### src/synth_config_params.svh
// register offsets, field positions and timing constants of the configuration bank
`ifndef SYNTH_CONFIG_PARAMS_SVH
`define SYNTH_CONFIG_PARAMS_SVH

`define WORD_WIDTH 32
`define SEL_WIDTH 3
`define SEL_DIVISION 3'h0
`define SEL_PHASE 3'h1
`define SEL_MODULUS 3'h2
`define SEL_FUNCTION 3'h3
`define SEL_TIMEOUT 3'h4
`define FIELD12_WIDTH 12
`define FRACTIONAL_NUMERATOR_LSB 3
`define INT_LSB 15
`define TSEL_LSB 27
`define PHASE_LSB 3
`define MOD_LSB 3
`define RCNT_LSB 15
`define DOUBLER_BIT 20
`define HALVER_BIT 21
`define PRESCALER_BIT 22
`define PUMP_LSB 24
`define SLIP_BIT 28
`define NOISE_LSB 29
`define CRST_BIT 3
`define FLOAT_BIT 4
`define PDOWN_BIT 5
`define SENSE_BIT 6
`define PREC_BIT 7
`define HOLD_BIT 14
`define TDIV_LSB 7
`define TMODE_LSB 19
`define SYNC_STAGES 3
`define TIMEOUT_RESET 12'h000

`endif

### src/synth_config_pkg.sv
// types shared by the configuration bank
package synth_config_pkg;
  typedef enum logic [1:0] {
    NOISE_LOWEST = 2'h0,
    NOISE_RESERVED = 2'h1,
    NOISE_MIXED = 2'h2,
    NOISE_LOWEST_SPUR = 2'h3
  } noise_mode_t;
  typedef enum logic [1:0] {
    TDIV_OFF = 2'h0,
    TDIV_FAST_LOCK = 2'h1,
    TDIV_RESYNC = 2'h2,
    TDIV_RESERVED = 2'h3
  } timeout_mode_t;
  typedef enum logic [2:0] {
    LINK_IDLE = 3'b001,
    LINK_SHIFT = 3'b010,
    LINK_LOAD = 3'b100
  } link_state_t;
endpackage

### src/pin_sync.sv
// three-stage pin synchroniser with agreement filter
`timescale 1ns/1ps
module pin_sync
  #(parameter int STAGES = 3)
  (
  input wire logic clock,
  input wire logic nrst,
  input wire logic pin,
  output logic level,
  output logic rise
  );
  logic [STAGES-1:0] chain_q;

  // the agreement filter reads stages two and three by index
  if (STAGES != 3)
    $error("pin_sync needs exactly three stages");

  // first stage only feeds the second; stages two and three must agree
  always_ff @(posedge clock)
  begin
    if (!nrst)
    begin
      chain_q <= '0;
      level <= 1'b0;
      rise <= 1'b0;
    end
    else
    begin
      chain_q <= {chain_q[STAGES-2:0], pin};
      rise <= 1'b0;
      if (chain_q[1] == chain_q[2] && chain_q[2] != level)
      begin
        level <= chain_q[2];
        rise <= chain_q[2];
      end
    end
  end
endmodule

### src/reference_path.sv
// reference doubler, five-bit counter and halver forming the comparator reference
`timescale 1ns/1ps
`include "synth_config_params.svh"
module reference_path
  (
  input wire logic clock,
  input wire logic nrst,
  input wire logic refLevel,
  input wire logic doubler,
  input wire logic halver,
  input wire logic [4:0] refCount,
  input wire logic hold,
  output logic compareRef
  );
  logic refPrev_q;
  logic [4:0] count_q;
  logic toggle_q;
  logic activeEdge;

  // without doubler only the falling edge counts; with it both edges do
  assign activeEdge = doubler ? (refLevel != refPrev_q) : (refPrev_q && !refLevel);

  always_ff @(posedge clock)
  begin
    if (!nrst)
      refPrev_q <= 1'b0;
    else
      refPrev_q <= refLevel;
  end

  // count code 0 divides by 32, 1..31 divide by themselves
  always_ff @(posedge clock)
  begin
    if (!nrst || hold)
    begin
      count_q <= 5'h00;
      toggle_q <= 1'b0;
      compareRef <= 1'b0;
    end
    else
    begin
      compareRef <= 1'b0;
      if (activeEdge)
      begin
        if (count_q == refCount - 5'h01)
        begin
          count_q <= 5'h00;
          toggle_q <= ~toggle_q;
          compareRef <= halver ? ~toggle_q : 1'b1;
        end
        else
          count_q <= count_q + 5'h01;
      end
    end
  end
endmodule

### src/synth_config_registers.sv
// serial-loaded configuration register bank of the synthesizer
`timescale 1ns/1ps
`include "synth_config_params.svh"

module synth_config_registers
  import synth_config_pkg::*;
  (
  input wire logic clock,
  input wire logic nrst,
  input wire logic serialData,
  input wire logic serialClock,
  input wire logic load_strobe,
  input wire logic reference_input,
  output logic [11:0] integerDivider,
  output logic [11:0] fractional_numerator,
  output logic [3:0] test_output_select,
  output logic [11:0] phaseWord,
  output logic [11:0] fractional_modulus,
  output logic [4:0] referenceCount,
  output logic doublerEnable,
  output logic reference_halver,
  output logic prescaler_select,
  output logic [3:0] pump_current_setting,
  output logic slip_reduction_enable,
  output logic [1:0] noiseMode,
  output logic ditherEnable,
  output logic modulator_restart_hold,
  output logic lock_precision_select,
  output logic detector_sense,
  output logic powerDown,
  output logic pump_float,
  output logic counterReset,
  output logic modulatorRestart,
  output logic [1:0] timeoutMode,
  output logic [11:0] timeoutDivider,
  output logic compareRef
  );
  logic [`WORD_WIDTH-1:0] shift_q;
  logic [`WORD_WIDTH-1:0] division_word_q;
  logic [`WORD_WIDTH-1:0] phase_word_setting_q;
  logic [`WORD_WIDTH-1:0] modulus_reference_config_q;
  logic [`WORD_WIDTH-1:0] function_control_q;
  logic [`WORD_WIDTH-1:0] timeout_divider_config_q;
  logic [`WORD_WIDTH-1:0] wordCapture;
  link_state_t state_q;
  logic dataLevel;
  logic clockLevel;
  logic clockRise;
  logic strobeRise;
  logic [2:0] selectBits;
  logic compareRefNext;

  function automatic logic [11:0] field12(input logic [`WORD_WIDTH-1:0] w, input int lsb);
    field12 = w[lsb +: 12];
  endfunction

  pin_sync #(.STAGES(`SYNC_STAGES)) syncData
  (
    .clock(clock),
    .nrst(nrst),
    .pin(serialData),
    .level(dataLevel),
    .rise()
  );

  pin_sync #(.STAGES(`SYNC_STAGES)) syncClock
  (
    .clock(clock),
    .nrst(nrst),
    .pin(serialClock),
    .level(clockLevel),
    .rise(clockRise)
  );

  pin_sync #(.STAGES(`SYNC_STAGES)) syncStrobe
  (
    .clock(clock),
    .nrst(nrst),
    .pin(load_strobe),
    .level(),
    .rise(strobeRise)
  );

  logic refLevel;

  pin_sync #(.STAGES(`SYNC_STAGES)) syncRef
  (
    .clock(clock),
    .nrst(nrst),
    .pin(reference_input),
    .level(refLevel),
    .rise()
  );

  // the serial clock passes the same synchroniser as data, keeping them aligned
  always_ff @(posedge clock)
  begin
    if (!nrst)
      shift_q <= '0;
    else if (clockRise)
      shift_q <= {shift_q[`WORD_WIDTH-2:0], dataLevel};
  end

  // link state only tracks activity; nothing here reads back to the host
  always_ff @(posedge clock)
  begin
    if (!nrst)
      state_q <= LINK_IDLE;
    else
    begin
      case (state_q)
        LINK_IDLE:
          if (clockRise)
            state_q <= LINK_SHIFT;
        LINK_SHIFT:
          if (strobeRise)
            state_q <= LINK_LOAD;
        LINK_LOAD:
          state_q <= clockRise ? LINK_SHIFT : LINK_IDLE;
        default:
          state_q <= LINK_IDLE;
      endcase
    end
  end

  assign wordCapture = shift_q;
  assign selectBits = wordCapture[`SEL_WIDTH-1:0];

  // latch copy on strobe rising edge; unused select codes are dropped
  always_ff @(posedge clock)
  begin
    if (!nrst)
    begin
      division_word_q <= '0;
      phase_word_setting_q <= '0;
      modulus_reference_config_q <= '0;
      function_control_q <= '0;
      timeout_divider_config_q <= '0;
    end
    else if (strobeRise)
    begin
      if (selectBits == `SEL_DIVISION)
        division_word_q <= wordCapture;
      else if (selectBits == `SEL_PHASE)
        phase_word_setting_q <= wordCapture;
      else if (selectBits == `SEL_MODULUS)
        modulus_reference_config_q <= wordCapture;
      else if (selectBits == `SEL_FUNCTION)
        function_control_q <= wordCapture;
      else if (selectBits == `SEL_TIMEOUT)
        timeout_divider_config_q <= wordCapture;
    end
  end

  // immediate settings follow their latch one cycle later
  always_ff @(posedge clock)
  begin
    if (!nrst)
    begin
      integerDivider <= 12'h000;
      fractional_numerator <= 12'h000;
      test_output_select <= 4'h0;
      noiseMode <= 2'h0;
      ditherEnable <= 1'b0;
      slip_reduction_enable <= 1'b0;
      prescaler_select <= 1'b0;
    end
    else
    begin
      integerDivider <= field12(division_word_q, `INT_LSB);
      fractional_numerator <= field12(division_word_q, `FRACTIONAL_NUMERATOR_LSB);
      test_output_select <= division_word_q[`TSEL_LSB +: 4];
      noiseMode <= modulus_reference_config_q[`NOISE_LSB +: 2];
      ditherEnable <= (noise_mode_t'(modulus_reference_config_q[`NOISE_LSB +: 2])
        == NOISE_LOWEST_SPUR);
      slip_reduction_enable <= modulus_reference_config_q[`SLIP_BIT];
      prescaler_select <= modulus_reference_config_q[`PRESCALER_BIT];
    end
  end

  // double-buffered settings move only when a division word lands
  always_ff @(posedge clock)
  begin
    if (!nrst)
    begin
      phaseWord <= 12'h000;
      fractional_modulus <= 12'h000;
      referenceCount <= 5'h00;
      doublerEnable <= 1'b0;
      reference_halver <= 1'b0;
      pump_current_setting <= 4'h0;
    end
    else if (strobeRise && selectBits == `SEL_DIVISION)
    begin
      phaseWord <= field12(phase_word_setting_q, `PHASE_LSB);
      fractional_modulus <= field12(modulus_reference_config_q, `MOD_LSB);
      referenceCount <= modulus_reference_config_q[`RCNT_LSB +: 5];
      doublerEnable <= modulus_reference_config_q[`DOUBLER_BIT];
      reference_halver <= modulus_reference_config_q[`HALVER_BIT];
      pump_current_setting <= modulus_reference_config_q[`PUMP_LSB +: 4];
    end
  end

  // function and timeout fields
  always_ff @(posedge clock)
  begin
    if (!nrst)
    begin
      modulator_restart_hold <= 1'b0;
      lock_precision_select <= 1'b0;
      detector_sense <= 1'b0;
      powerDown <= 1'b0;
      pump_float <= 1'b0;
      counterReset <= 1'b0;
      timeoutMode <= 2'h0;
      timeoutDivider <= `TIMEOUT_RESET;
    end
    else
    begin
      modulator_restart_hold <= function_control_q[`HOLD_BIT];
      lock_precision_select <= function_control_q[`PREC_BIT];
      detector_sense <= function_control_q[`SENSE_BIT];
      powerDown <= function_control_q[`PDOWN_BIT];
      pump_float <= function_control_q[`FLOAT_BIT] | function_control_q[`PDOWN_BIT];
      counterReset <= function_control_q[`CRST_BIT] | function_control_q[`PDOWN_BIT];
      timeoutMode <= timeout_divider_config_q[`TMODE_LSB +: 2];
      timeoutDivider <= field12(timeout_divider_config_q, `TDIV_LSB);
    end
  end

  // modulator restarts on each division word write unless held
  always_ff @(posedge clock)
  begin
    if (!nrst)
      modulatorRestart <= 1'b0;
    else
      modulatorRestart <= strobeRise && selectBits == `SEL_DIVISION
        && !function_control_q[`HOLD_BIT];
  end

  // reference path is held while counters are in reset or powered down
  reference_path refPath
  (
    .clock(clock),
    .nrst(nrst),
    .refLevel(refLevel),
    .doubler(doublerEnable),
    .halver(reference_halver),
    .refCount(referenceCount),
    .hold(counterReset),
    .compareRef(compareRefNext)
  );

  always_ff @(posedge clock)
  begin
    if (!nrst)
      compareRef <= 1'b0;
    else
      compareRef <= compareRefNext;
  end
endmodule

### config.mk
export PLATFORM = sky130hd
export DESIGN_NAME = synth_config_registers
export DESIGN_NICKNAME = d
export VERILOG_FILES = /design/src/synth_config_pkg.sv /design/src/pin_sync.sv /design/src/reference_path.sv /design/src/synth_config_registers.sv
export VERILOG_INCLUDE_DIRS = /design/src /design/src/src
export SDC_FILE = /design/constraint.sdc
export NUM_CORES = 1
export LEC_CHECK = 0
export BUFFER_PORTS_ARGS = -buffer_cell sky130_fd_sc_hd__buf_4
export CORE_MARGIN = 4
export CORE_UTILIZATION = 55
export CTS_CLUSTER_DIAMETER = 100
export DETAILED_ROUTE_END_ITERATION = 10
export GPL_ROUTABILITY_DRIVEN = 0
export MAX_ROUTING_LAYER = met4
export PLACE_DENSITY_LB_ADDON = 0.08
export SLEW_MARGIN = 15
export SYNTH_ARGS = -nofsm -noshare
export SYNTH_HDL_FRONTEND = slang
export SYNTH_SLANG_ARGS = --single-unit
### constraint.sdc
create_clock -name clock -period 4.6 [get_ports clock]
set_clock_uncertainty 0.2 [all_clocks]
set_input_delay 0 -clock clock [delete_from_list [all_inputs] [get_ports clock]]
set_output_delay 0 -clock clock [all_outputs]
set_load 0.01 [all_outputs]
; Word level (Yosys, flattened, before mapping)
; Index checks and enable logic that the tools add are counted.
[word_totals]
reg_bits = 260
latch_bits = 0
ram_bits = 0
mem_bits_ro = 0
input_bits = 6
output_inout_bits = 90
mem_count = 0
[op_classes]
n_addsub = 2
mul = 0
div = 0
order_cmp = 0
n_eq_ne = 15
n_shift = 0
muxes = 3
bitwise_logic = 9
n_reduce_logical = 21
[op_table]
columns = operator, count
row1 = $reduce_and 2->1, 4
row2 = $logic_and 1x1->1, 7
row3 = $not 1->1, 7
row4 = $eq 3x2->1 const B, 2
row5 = $reduce_and 6->1, 1
row6 = $add 5x1->5 const B, 1
row7 = $eq 5x5->1, 1
row8 = $mux 5, 1
row9 = $ne 1x1->1, 5
row10 = $reduce_and 5->1, 1
row11 = $sub 5x1->5 const B, 1
row12 = $eq 1x1->1, 4
row13 = $reduce_and 4->1, 1
row14 = $eq 3x1->1 const B, 1
row15 = $eq 3x3->1 const B, 1
row16 = $logic_not 1->1, 3
row17 = $logic_not 3->1, 1
row18 = $reduce_and 3->1, 1
row19 = $reduce_or 3->1, 1
row20 = $eq 2x2->1 const B, 1
row21 = $mux 1, 2
row22 = $or 1x1->1, 2
row23 = $logic_or 1x1->1, 1

; Longest topological paths before layout
; Gate-level depths: netlist (run 1).
[depth]
ltp_word = 5
mapped_depth = 8
ltp_nobuf = 7

; Hierarchy
; A second synthesis (run 1) with hierarchy kept.
[unflattened]
cells_unflattened = 738
hier_area_um2 = 8012.7
[by_module_without_submodules]
columns = module, n_inst, cells_per_inst, area_per_inst_um2
row1 = synth_config_registers, 1, 640, 6942.9
row2 = pin_sync, 4, 12, 148.9
row3 = reference_path, 1, 50, 474.2

; Worst setup path after synthesis (run 1)
; OpenSTA, ideal clock, no wires.
[synth_path]
path_kind = reg2reg
from = reg referenceCount[0]
to = reg refPath.toggle_q
setup_time_ns = 0.070
arrival_time_ns = 1.578
required_ns = 4.330
slack_ns = 2.752
stages_incl_launch_ff = 8
period_less_slack_ns = 1.848
path_cell_list = dfxtp_1 inv_1 ha_1 xnor2_1 nor2_1 o2111ai_1 or3_1 a21oi_1
[synth_via]
elab_chain_cells = 3
[synth_lines]
columns = element, line_no
row1 = from (decl), synth_config_registers.sv:19  ; output logic [4:0] referenceCount,
row2 = from (signal assigned), synth_config_registers.sv:197  ; referenceCount <= modulus_reference_config_q[`RCNT_LSB +: 5];
row3 = $sub 5x1->5, reference_path.sv:45  ; if (count_q == refCount - 5'h01)
row4 = $eq 5x5->1, reference_path.sv:45
row5 = $reduce_and 2->1 (no source line), -
row6 = to (signal assigned), reference_path.sv:48  ; toggle_q <= ~toggle_q;
row7 = to (decl), reference_path.sv:17  ; logic toggle_q;
; No other way between the ends.
; A chain may end at the register's enable or synchronous reset.

; Worst setup path after layout (run 1)
[layout_path]
from = reg syncStrobe.rise
to = reg modulus_reference_config_q[5]
[layout_via]
elab_chain_cells = 1
[layout_lines]
columns = element, line_no
row1 = from (decl), pin_sync.sv:10  ; output logic rise
row2 = from (signal assigned), pin_sync.sv:34  ; rise <= chain_q[2];
row3 = $reduce_and 4->1 (no source line), -
row4 = to (signal assigned), synth_config_registers.sv:147  ; modulus_reference_config_q <= wordCapture;
row5 = to (decl), synth_config_registers.sv:41  ; logic [`WORD_WIDTH-1:0] modulus_reference_config_q;
; No other way between the ends.

==> results of run 1 <==
report_power, final:
group          switching (mW)  internal [mW]  total [mW]
clock network           0.720           1.11        1.83
registers             0.00236           2.03        2.03
logic                  0.0253         0.0258      0.0511
total                   0.748           3.17        3.91
per-layer routing:
layer	GRT usage, %	vias up	wire length, microns
li1	-	2860	-
met1	25.49	2640	7307
met2	33.00	126	7763
met3	3.357	33	755
met4	6.235	0	352
met5	-	-	0
area by class of cell:
type | instances | area (sq um)
timing repair buffer | 100 | 760.7
tap | 184 | 230.2
clock buffer | 36 | 674.4
sequential | 234 | 4686
multi-input combinational | 555 | 3218
clock inverter | 2 | 60.06
fill | 1169 | 4886
inverter | 5 | 18.77
logic make-up (layout without fill, tap and decap cells):
kind of cell,count (synthesis),in the layout
flops,234,234
mux,38,38
fa+ha+maj,3,3
xor+xnor,9,9
buf+inv,59,143
simple gates,368,368
compound gates,137,137
path summary, 6_finish.rpt:
kind                                 start                                    endpoint  slack [ns]
max             syncStrobe.rise$_SDFF_PN0_  modulus_reference_config_q[5]$_SDFFE_PN0P_        2.37
min                                   nrst                     counterReset$_SDFF_PN0_        0.01
max reg2reg     syncStrobe.rise$_SDFF_PN0_  modulus_reference_config_q[5]$_SDFFE_PN0P_        2.37
min reg2reg  syncRef.chain_q[0]$_SDFF_PN0_               syncRef.chain_q[1]$_SDFF_PN0_        0.23
metrics by stage:
stage	total power, mW	setup WS (ns)
final	3.914	2.370
after global placement	2.126	2.253
after global routing	4.037	2.183
after CTS	3.941	2.134
after detailed placement	2.127	2.148
after floorplan	2.118	2.752
worst max-delay path, delay by kind of cell, from the launching register on:
kind | cells | cell delay (ns)
DFF | 1 | 0.34
AOI/OAI and AO/OA | 1 | 0.10
and+or+nand+nor | 4 | 1.45
cells in the final DEF (no fill, tap or decap), types with 3 or more instances in the layout:
master         synthesis  layout
o21ai_0                6       6
nor2_1                 8       8
xor2_1                 4       4
clkbuf_8               0       5
dfxtp_1              234     233
a21boi_1               7       7
nand2_1              238     237
and3b_1                3       3
ha_1                   3       3
and2_1                65      64
xnor2_1                5       5
clkbuf_1              30       8
a21boi_0             113     113
nor2b_1               38      38
mux2i_1               38      38
buf_4                  3      96
clkbuf_16              0      23
inv_1                  5       5
dlygate4sd3_1          0       4
synth_stat cells, drive strengths merged:
cell type | instances | area share, %
buf | 24 | 1.6
a22o | 1 | 0.11
a21oi | 3 | 0.23
and3 | 2 | 0.15
and2 | 65 | 5.0
o2111ai | 1 | 0.11
nor3b | 1 | 0.092
or3 | 1 | 0.077
o21ai | 6 | 0.37
inv | 5 | 0.23
or2 | 1 | 0.077
nand3 | 2 | 0.12
nand2 | 239 | 11
xnor2 | 5 | 0.54
a2111oi | 1 | 0.11
o21a | 2 | 0.18
dfxtp | 234 | 57
nor2 | 10 | 0.58
xor2 | 4 | 0.43
nor2b | 38 | 2.9
a22oi | 1 | 0.092
nand4 | 2 | 0.15
o21bai | 2 | 0.18
a21boi | 120 | 11
clkbuf | 30 | 1.4
and3b | 3 | 0.32
nand3b | 1 | 0.092
nand2b | 2 | 0.15
mux2i | 38 | 4.7
ha | 3 | 0.46
nor3 | 1 | 0.061
sequential cells by signal, summed over array words and instances, names as in the netlist, 3 cells and up:
name                        flops
refPath.count_q                 5
fractional_numerator           12
modulus_reference_config_q     27
timeoutDivider                 12
pump_current_setting            4
phase_word_setting_q           12
timeout_divider_config_q       14
test_output_select              4
syncClock.chain_q               3
syncData.chain_q                3
phaseWord                      12
referenceCount                  5
integerDivider                 12
division_word_q                28
function_control_q              6
syncRef.chain_q                 3
shift_q                        31
fractional_modulus             12
syncStrobe.chain_q              3
timing repair:
action / 4_1_cts / 5_1_grt
hold buffers: 4 / 0
hold endpoints to repair: 4 / 0
setup endpoints to repair: 0 / 0
==> summary.txt, run 1 <==
Synth
  • Post-Syn Instances: between 800 and 900
  • Post-synth cell types: 37
  • Post-synthesis simple-gate area fraction: 20.83%
  • Area share of fa/ha/maj cells after synthesis: less than 1%
  • Avg Cell Area, Syn: 9.613 sq um
  • Seq cells post-synth: between 200 and 250
  • XOR/XNOR share of the synthesized area: 0.9670%
  • Synthesis warning total: 0
  • Cell Area, Synth: 8152 sq um
  • Largest family of logic cells by synthesized area: simple AND/OR/NAND/NOR gates
  • Mux cell area share after synthesis: about 4.7%
  • Register area share after synthesis: 57.47%
  • Synth Area in Compound Gates: roughly 12%
  • Synthesized net count: 857

Routing
  • Number of remaining DRC errors: 0
  • Routed WL: 16.18 mm
  • Antenna viol nets, final: 0
  • DRT iter0 DRCs: 361
  • Vias post-DR: between 5,000 and 6,000
  • Drt wl/cell: ~14 microns
  • First-pass DRT Iterations: 5
  • Vias per cell: 5.071

Critical path
  • CP Launch Type: flop
  • WS Path Type: flop to flop
  • CP max-delay cell: or2_1
  • Worst stage delay on the critical path: 0.64 ns
  • Arrival @ worst endpoint: 2.40 ns
  • Critical Path End Type: flop
  • Reg2Reg Depth: 5
  • CP Max Fanout: 27
  • CP cell instances: nor2b_1 > nand2_2 > or2_1 > nand2_1 > a21boi_0
  • CP required: 4.77 ns

Floorplanning
  • Die Wd: 129.7 microns
  • Die area: around 17,000 sq um
  • Initial Util: 56.09%
  • Total core area: 14,530 sq um
  • Die Y: 129.7 microns
  • I/O Pins: 96
  • Core Rows: 44

Layout
  • Area growth syn-to-layout: 18.36%
  • Final net count: 928
  • N_diodes: 0
  • Fin cells: 1,116
  • Post-Route Utilization: between 60% and 70%
  • Layout cells sized above 1: about 14%
  • Fin area: roughly 9600 sq um

Global routing
  • Vias in the first global route: 5,547
  • Initial antenna violation count: 0
  • First-pass GRT wire length: about 27 mm
  • Largest net degree at the start of global routing: between 100 and 150
  • Global route overflow: 0
  • GRT Overall Usage: 20.05%

STA
  • Final worst path period need: 2.230 ns
  • Final period utilization: 48.48%
  • Final setup vio count: 0
  • Worst hold slack: about 0.01 ns
  • Max Slew Vio Count: 0
  • Final hold violation count: 0
  • Slew HR: 26.08%
  • Setup TNS: 0 ns
  • Upper clock frequency limit: 448.4 MHz
  • RSZ-0062 raised after global routing: false
  • Transition time of the tightest slew-check pin: between 1 and 1.5 ns

Power and ir drop
  • Max IR drop VDD: 0.2216 mV
  • LEAKAGE: roughly 3.6 nW
  • PwrDens: about 400 nW/um^2

Clocking
  • PostCTS Resize Cnt: 0
  • Max Buffers Root-to-Sink: 3
  • Number of CTS-inserted buffers: 23
  • Clock slew at reported path FFs: ~0.060 ns
  • Clk Latency, worst-skew pair: 0.49 ns
  • Sinks on Clock Net: 234
  • H-tree levels: 1
  • CTS tree: built
  • Root Driver: clkbuf_16
  • Post-CTS Setup Repair Bufs: 0

Run
  • Max Cap Viol: 0

Worst hold path
  • Hold depth: 2
  • Hold Crit Class: primary input to flop

Placed design
  • Placed cell count: 1,074
  • Detailed Place HPWL: 10.14 mm
  • I/O Buffers: 95
  • Area after DPL: 8867 sq um

Run status
  • Run status: completed
No activity file was read; power rests on OpenSTA's default activity.
==> run 2, diff against run 1 <==
- ABC_AREA: not set -> 1
- clock period: 4.6 -> 2.1 ns (I/O delays scaled with it)
==> run 2 against run 1 <==
Area after synthesis decreased by 4.6%. Largest power group unchanged. Die area decreased by 4.3%. Non-clock buffer count increased by 18. Register-to-register slack got worse by 2.1 ns. Critical path type unchanged. Via count increased by 7.9%. Synthesized cell count increased by 13%. Final area decreased by 2.7%. Sequential power increased by 120%. Clock power increased by 100%.
==> summary.txt, run 2 <==
Floorplanning
  • Die Y: 126.9 microns
  • Die area: 16,110 sq um
  • I/O Pins: 96
  • Die Wd: 126.9 microns
  • Initial Util: a little under three fifths
  • Total core area: 13,880 sq um
  • Core Rows: between 40 and 50

Clocking
  • CTS tree: built
  • H-tree levels: 1
  • Max Buffers Root-to-Sink: 3
  • Root Driver: clkbuf_16
  • Sinks on Clock Net: 234
  • Number of CTS-inserted buffers: 23
  • Clock slew at reported path FFs: 0.06 ns
  • Clk Latency, worst-skew pair: 0.49 ns
  • PostCTS Resize Cnt: 0
  • Post-CTS Setup Repair Bufs: 0

Global routing
  • Initial antenna violation count: 0
  • First-pass GRT wire length: 27.69 mm
  • Largest net degree at the start of global routing: 63
  • GRT Overall Usage: between 20% and 30%
  • M3 GR Usage: under 10%
  • GR peak layer: met2
  • Global route overflow: 0
  • M1 GR Usage: 27.16%
  • Vias in the first global route: 5,839
  • Met2 GRT Util: 35.09%

Layout
  • Most common cell after layout, fill and taps aside: nor2_1
  • Most frequent cells in the layout: nor2_1 (280), dfxtp_1 (234), o21ai_0 (131)
  • Final net count: ~1,100
  • Fillers: 1,206
  • Largest reg by FF count: shift_q
  • Fin area: approximately 9400 sq um
  • N_diodes: 0
  • Area growth syn-to-layout: 20.70%
  • Max FFs per register: 31
  • Layout cells sized above 1: 14.62%
  • Post-Route Utilization: 67.63%
  • Regs by FF count: shift_q x31, division_word_q x28, modulus_reference_config_q x27

Synth
  • Post-synth cell types: 25
  • Top post-synthesis cells by count: nor2_1 (280), dfxtp_1 (234), o21ai_0 (131)
  • Seq cells post-synth: 234
  • Top-count cell post-synth: nor2_1
  • Avg Cell Area, Syn: 8.135 sq um
  • Cell Area, Synth: 7777 sq um
  • Async SR Flop Fraction: 0%
  • Number of synthesized flops with an enable pin: 0
  • Register area share after synthesis: between 60% and 70%
  • Synthesis warning total: 0
  • Top post-synthesis cells by area: dfxtp_1 (60%), nor2_1 (14%), o21ai_0 (8.4%)
  • Post-Syn Instances: 956
  • Top-area cell type share of the netlist area: approximately three fifths
  • Synth area leader: dfxtp_1
  • Prevailing post-synth register cell: dfxtp_1
  • Synthesized net count: 965

Critical path
  • Worst flop-to-flop path endpoint: refPath.count_q[4]$_SDFFE_PP0N_
  • Worst Setup SP: referenceCount[0]$_SDFFE_PN0P_
  • Arrival @ worst endpoint: 2.03 ns
  • CP max-delay cell: dfxtp_1
  • Worst stage delay on the critical path: 0.38 ns
  • Reg2reg setup slack: 0.24 ns
  • CP Max Fanout: 5
  • Worst r2r src: referenceCount[0]$_SDFFE_PN0P_
  • CP cell instances: inv_1 > ha_1 > nand2_1 > inv_1 > nor2_1 > nand3_1 > nor2_1 > nand2_1 > nand2_1 > nor2_1
  • Critical Path End Type: flop
  • Reg2Reg Depth: 10
  • WS Path Type: flop to flop
  • CP Launch Type: flop
  • CP required: 2.27 ns
  • CP endpoint: refPath.count_q[4]$_SDFFE_PP0N_

Power and ir drop
  • LEAKAGE: approximately 4.6 nW
  • PwrDens: around 900 nW/um^2
  • Max IR drop VDD: between 0.5 and 0.6 mV

Run
  • Max Cap Viol: 0

Placed design
  • Detailed Place HPWL: 10.65 mm
  • Area after DPL: 8633 sq um
  • I/O Buffers: between 90 and 100

STA
  • Upper clock frequency limit: 538.2 MHz
  • Final setup vio count: 0
  • Final worst path period need: 1.858 ns
  • Setup TNS: 0 ns
  • Slew HR: 63.82%
  • Final hold violation count: 0
  • Final period utilization: 88.48%
  • Transition time of the tightest slew-check pin: 0.5371 ns
  • Max Slew Vio Count: 0
  • RSZ-0062 raised after global routing: false

Routing
  • Vias per cell: roughly 5
  • Vias post-DR: 6,106
  • Antenna viol nets, final: 0
  • First-pass DRT Iterations: 5
  • Routed WL: 16.36 mm
  • DRT iter0 DRCs: 390
  • Number of remaining DRC errors: 0
  • Drt wl/cell: 13.19 microns

Worst hold path
  • Hold Crit Class: flop to flop

Run status
  • Run status: completed
run 2: where the power goes:
| part | switching, mW | internal (mW) |
|---|---|---|
| clock network | 1.53 | 2.15 |
| registers | 0.0117 | 4.46 |
| logic | 0.101 | 0.0621 |
run 2: timing repair:
action	CTS	global route
hold endpoints to repair	234	0
hold buffers	9	0
endpoints found under the setup margin	0	0
run 2: logic make-up (layout without fill, tap and decap cells):
logic type,Yosys count,count (layout),share of synthesized area (%)
AOI/OAI and AO/OA,176,176,11.81
xor gates and xnor gates,2,2,0.2253
adders and majority gates,3,3,0.4827
buffers and inverters,144,248,7.497
DFF,234,234,60.23
muxes,1,1,0.1287
and+or+nand+nor,396,396,19.63
run 2: worst min-delay path by stage:
stage,end,slack [ns],start,cells past startpoint
after floorplan,syncClock.chain_q[0]$_SDFF_PN0_,-0.10,serialClock,2
after global placement,syncRef.chain_q[0]$_SDFF_PN0_,-0.02,reference_input,3
after detailed placement,syncClock.chain_q[0]$_SDFF_PN0_,-0.01,serialClock,3
after CTS,syncClock.chain_q[1]$_SDFF_PN0_,0.21,syncClock.chain_q[0]$_SDFF_PN0_,2
after global routing,syncClock.chain_q[1]$_SDFF_PN0_,0.23,syncClock.chain_q[0]$_SDFF_PN0_,2
final,syncClock.chain_q[1]$_SDFF_PN0_,0.21,syncClock.chain_q[0]$_SDFF_PN0_,2
run 2: cell type report:
cell class | count | area, sq um | share of cell area (%)
sequential | 234 | 4684 | 49.90
multi-input combinational | 578 | 2510 | 26.74
timing repair buffer | 118 | 945.9 | 10.08
clock buffer | 30 | 611.8 | 6.517
inverter | 95 | 357.8 | 3.812
tap | 180 | 225.2 | 2.399
clock inverter | 5 | 52.55 | 0.5598
run 2: metrics by stage:
step | hold WS (ns) | power, mW | worst slack, ns | instances
after floorplan | -0.1024 | 4.669 | 0.3581 | 956
after global placement | -0.01778 | 4.717 | 0.3279 | 1196
after detailed placement | -0.01434 | 4.718 | 0.2498 | 1196
after CTS | 0.2127 | 8.377 | 0.2465 | 1240
after global routing | 0.2257 | 8.614 | 0.006661 | 1240
final | 0.2128 | 8.316 | 0.2420 | 1240
run 2: routing by layer:
metal	vias up	part of all wire, %
met5	-	0
met3	28	4.4
met2	122	48
met4	0	1.4
li1	3144	-
met1	2812	46
run 2: worst max-delay path: cells and delay by family (launching register included):
family | cells | cell delay (ns)
simple gates | 7 | 0.71
flops | 1 | 0.38
fa+ha+maj | 1 | 0.31
buf+inv | 2 | 0.13
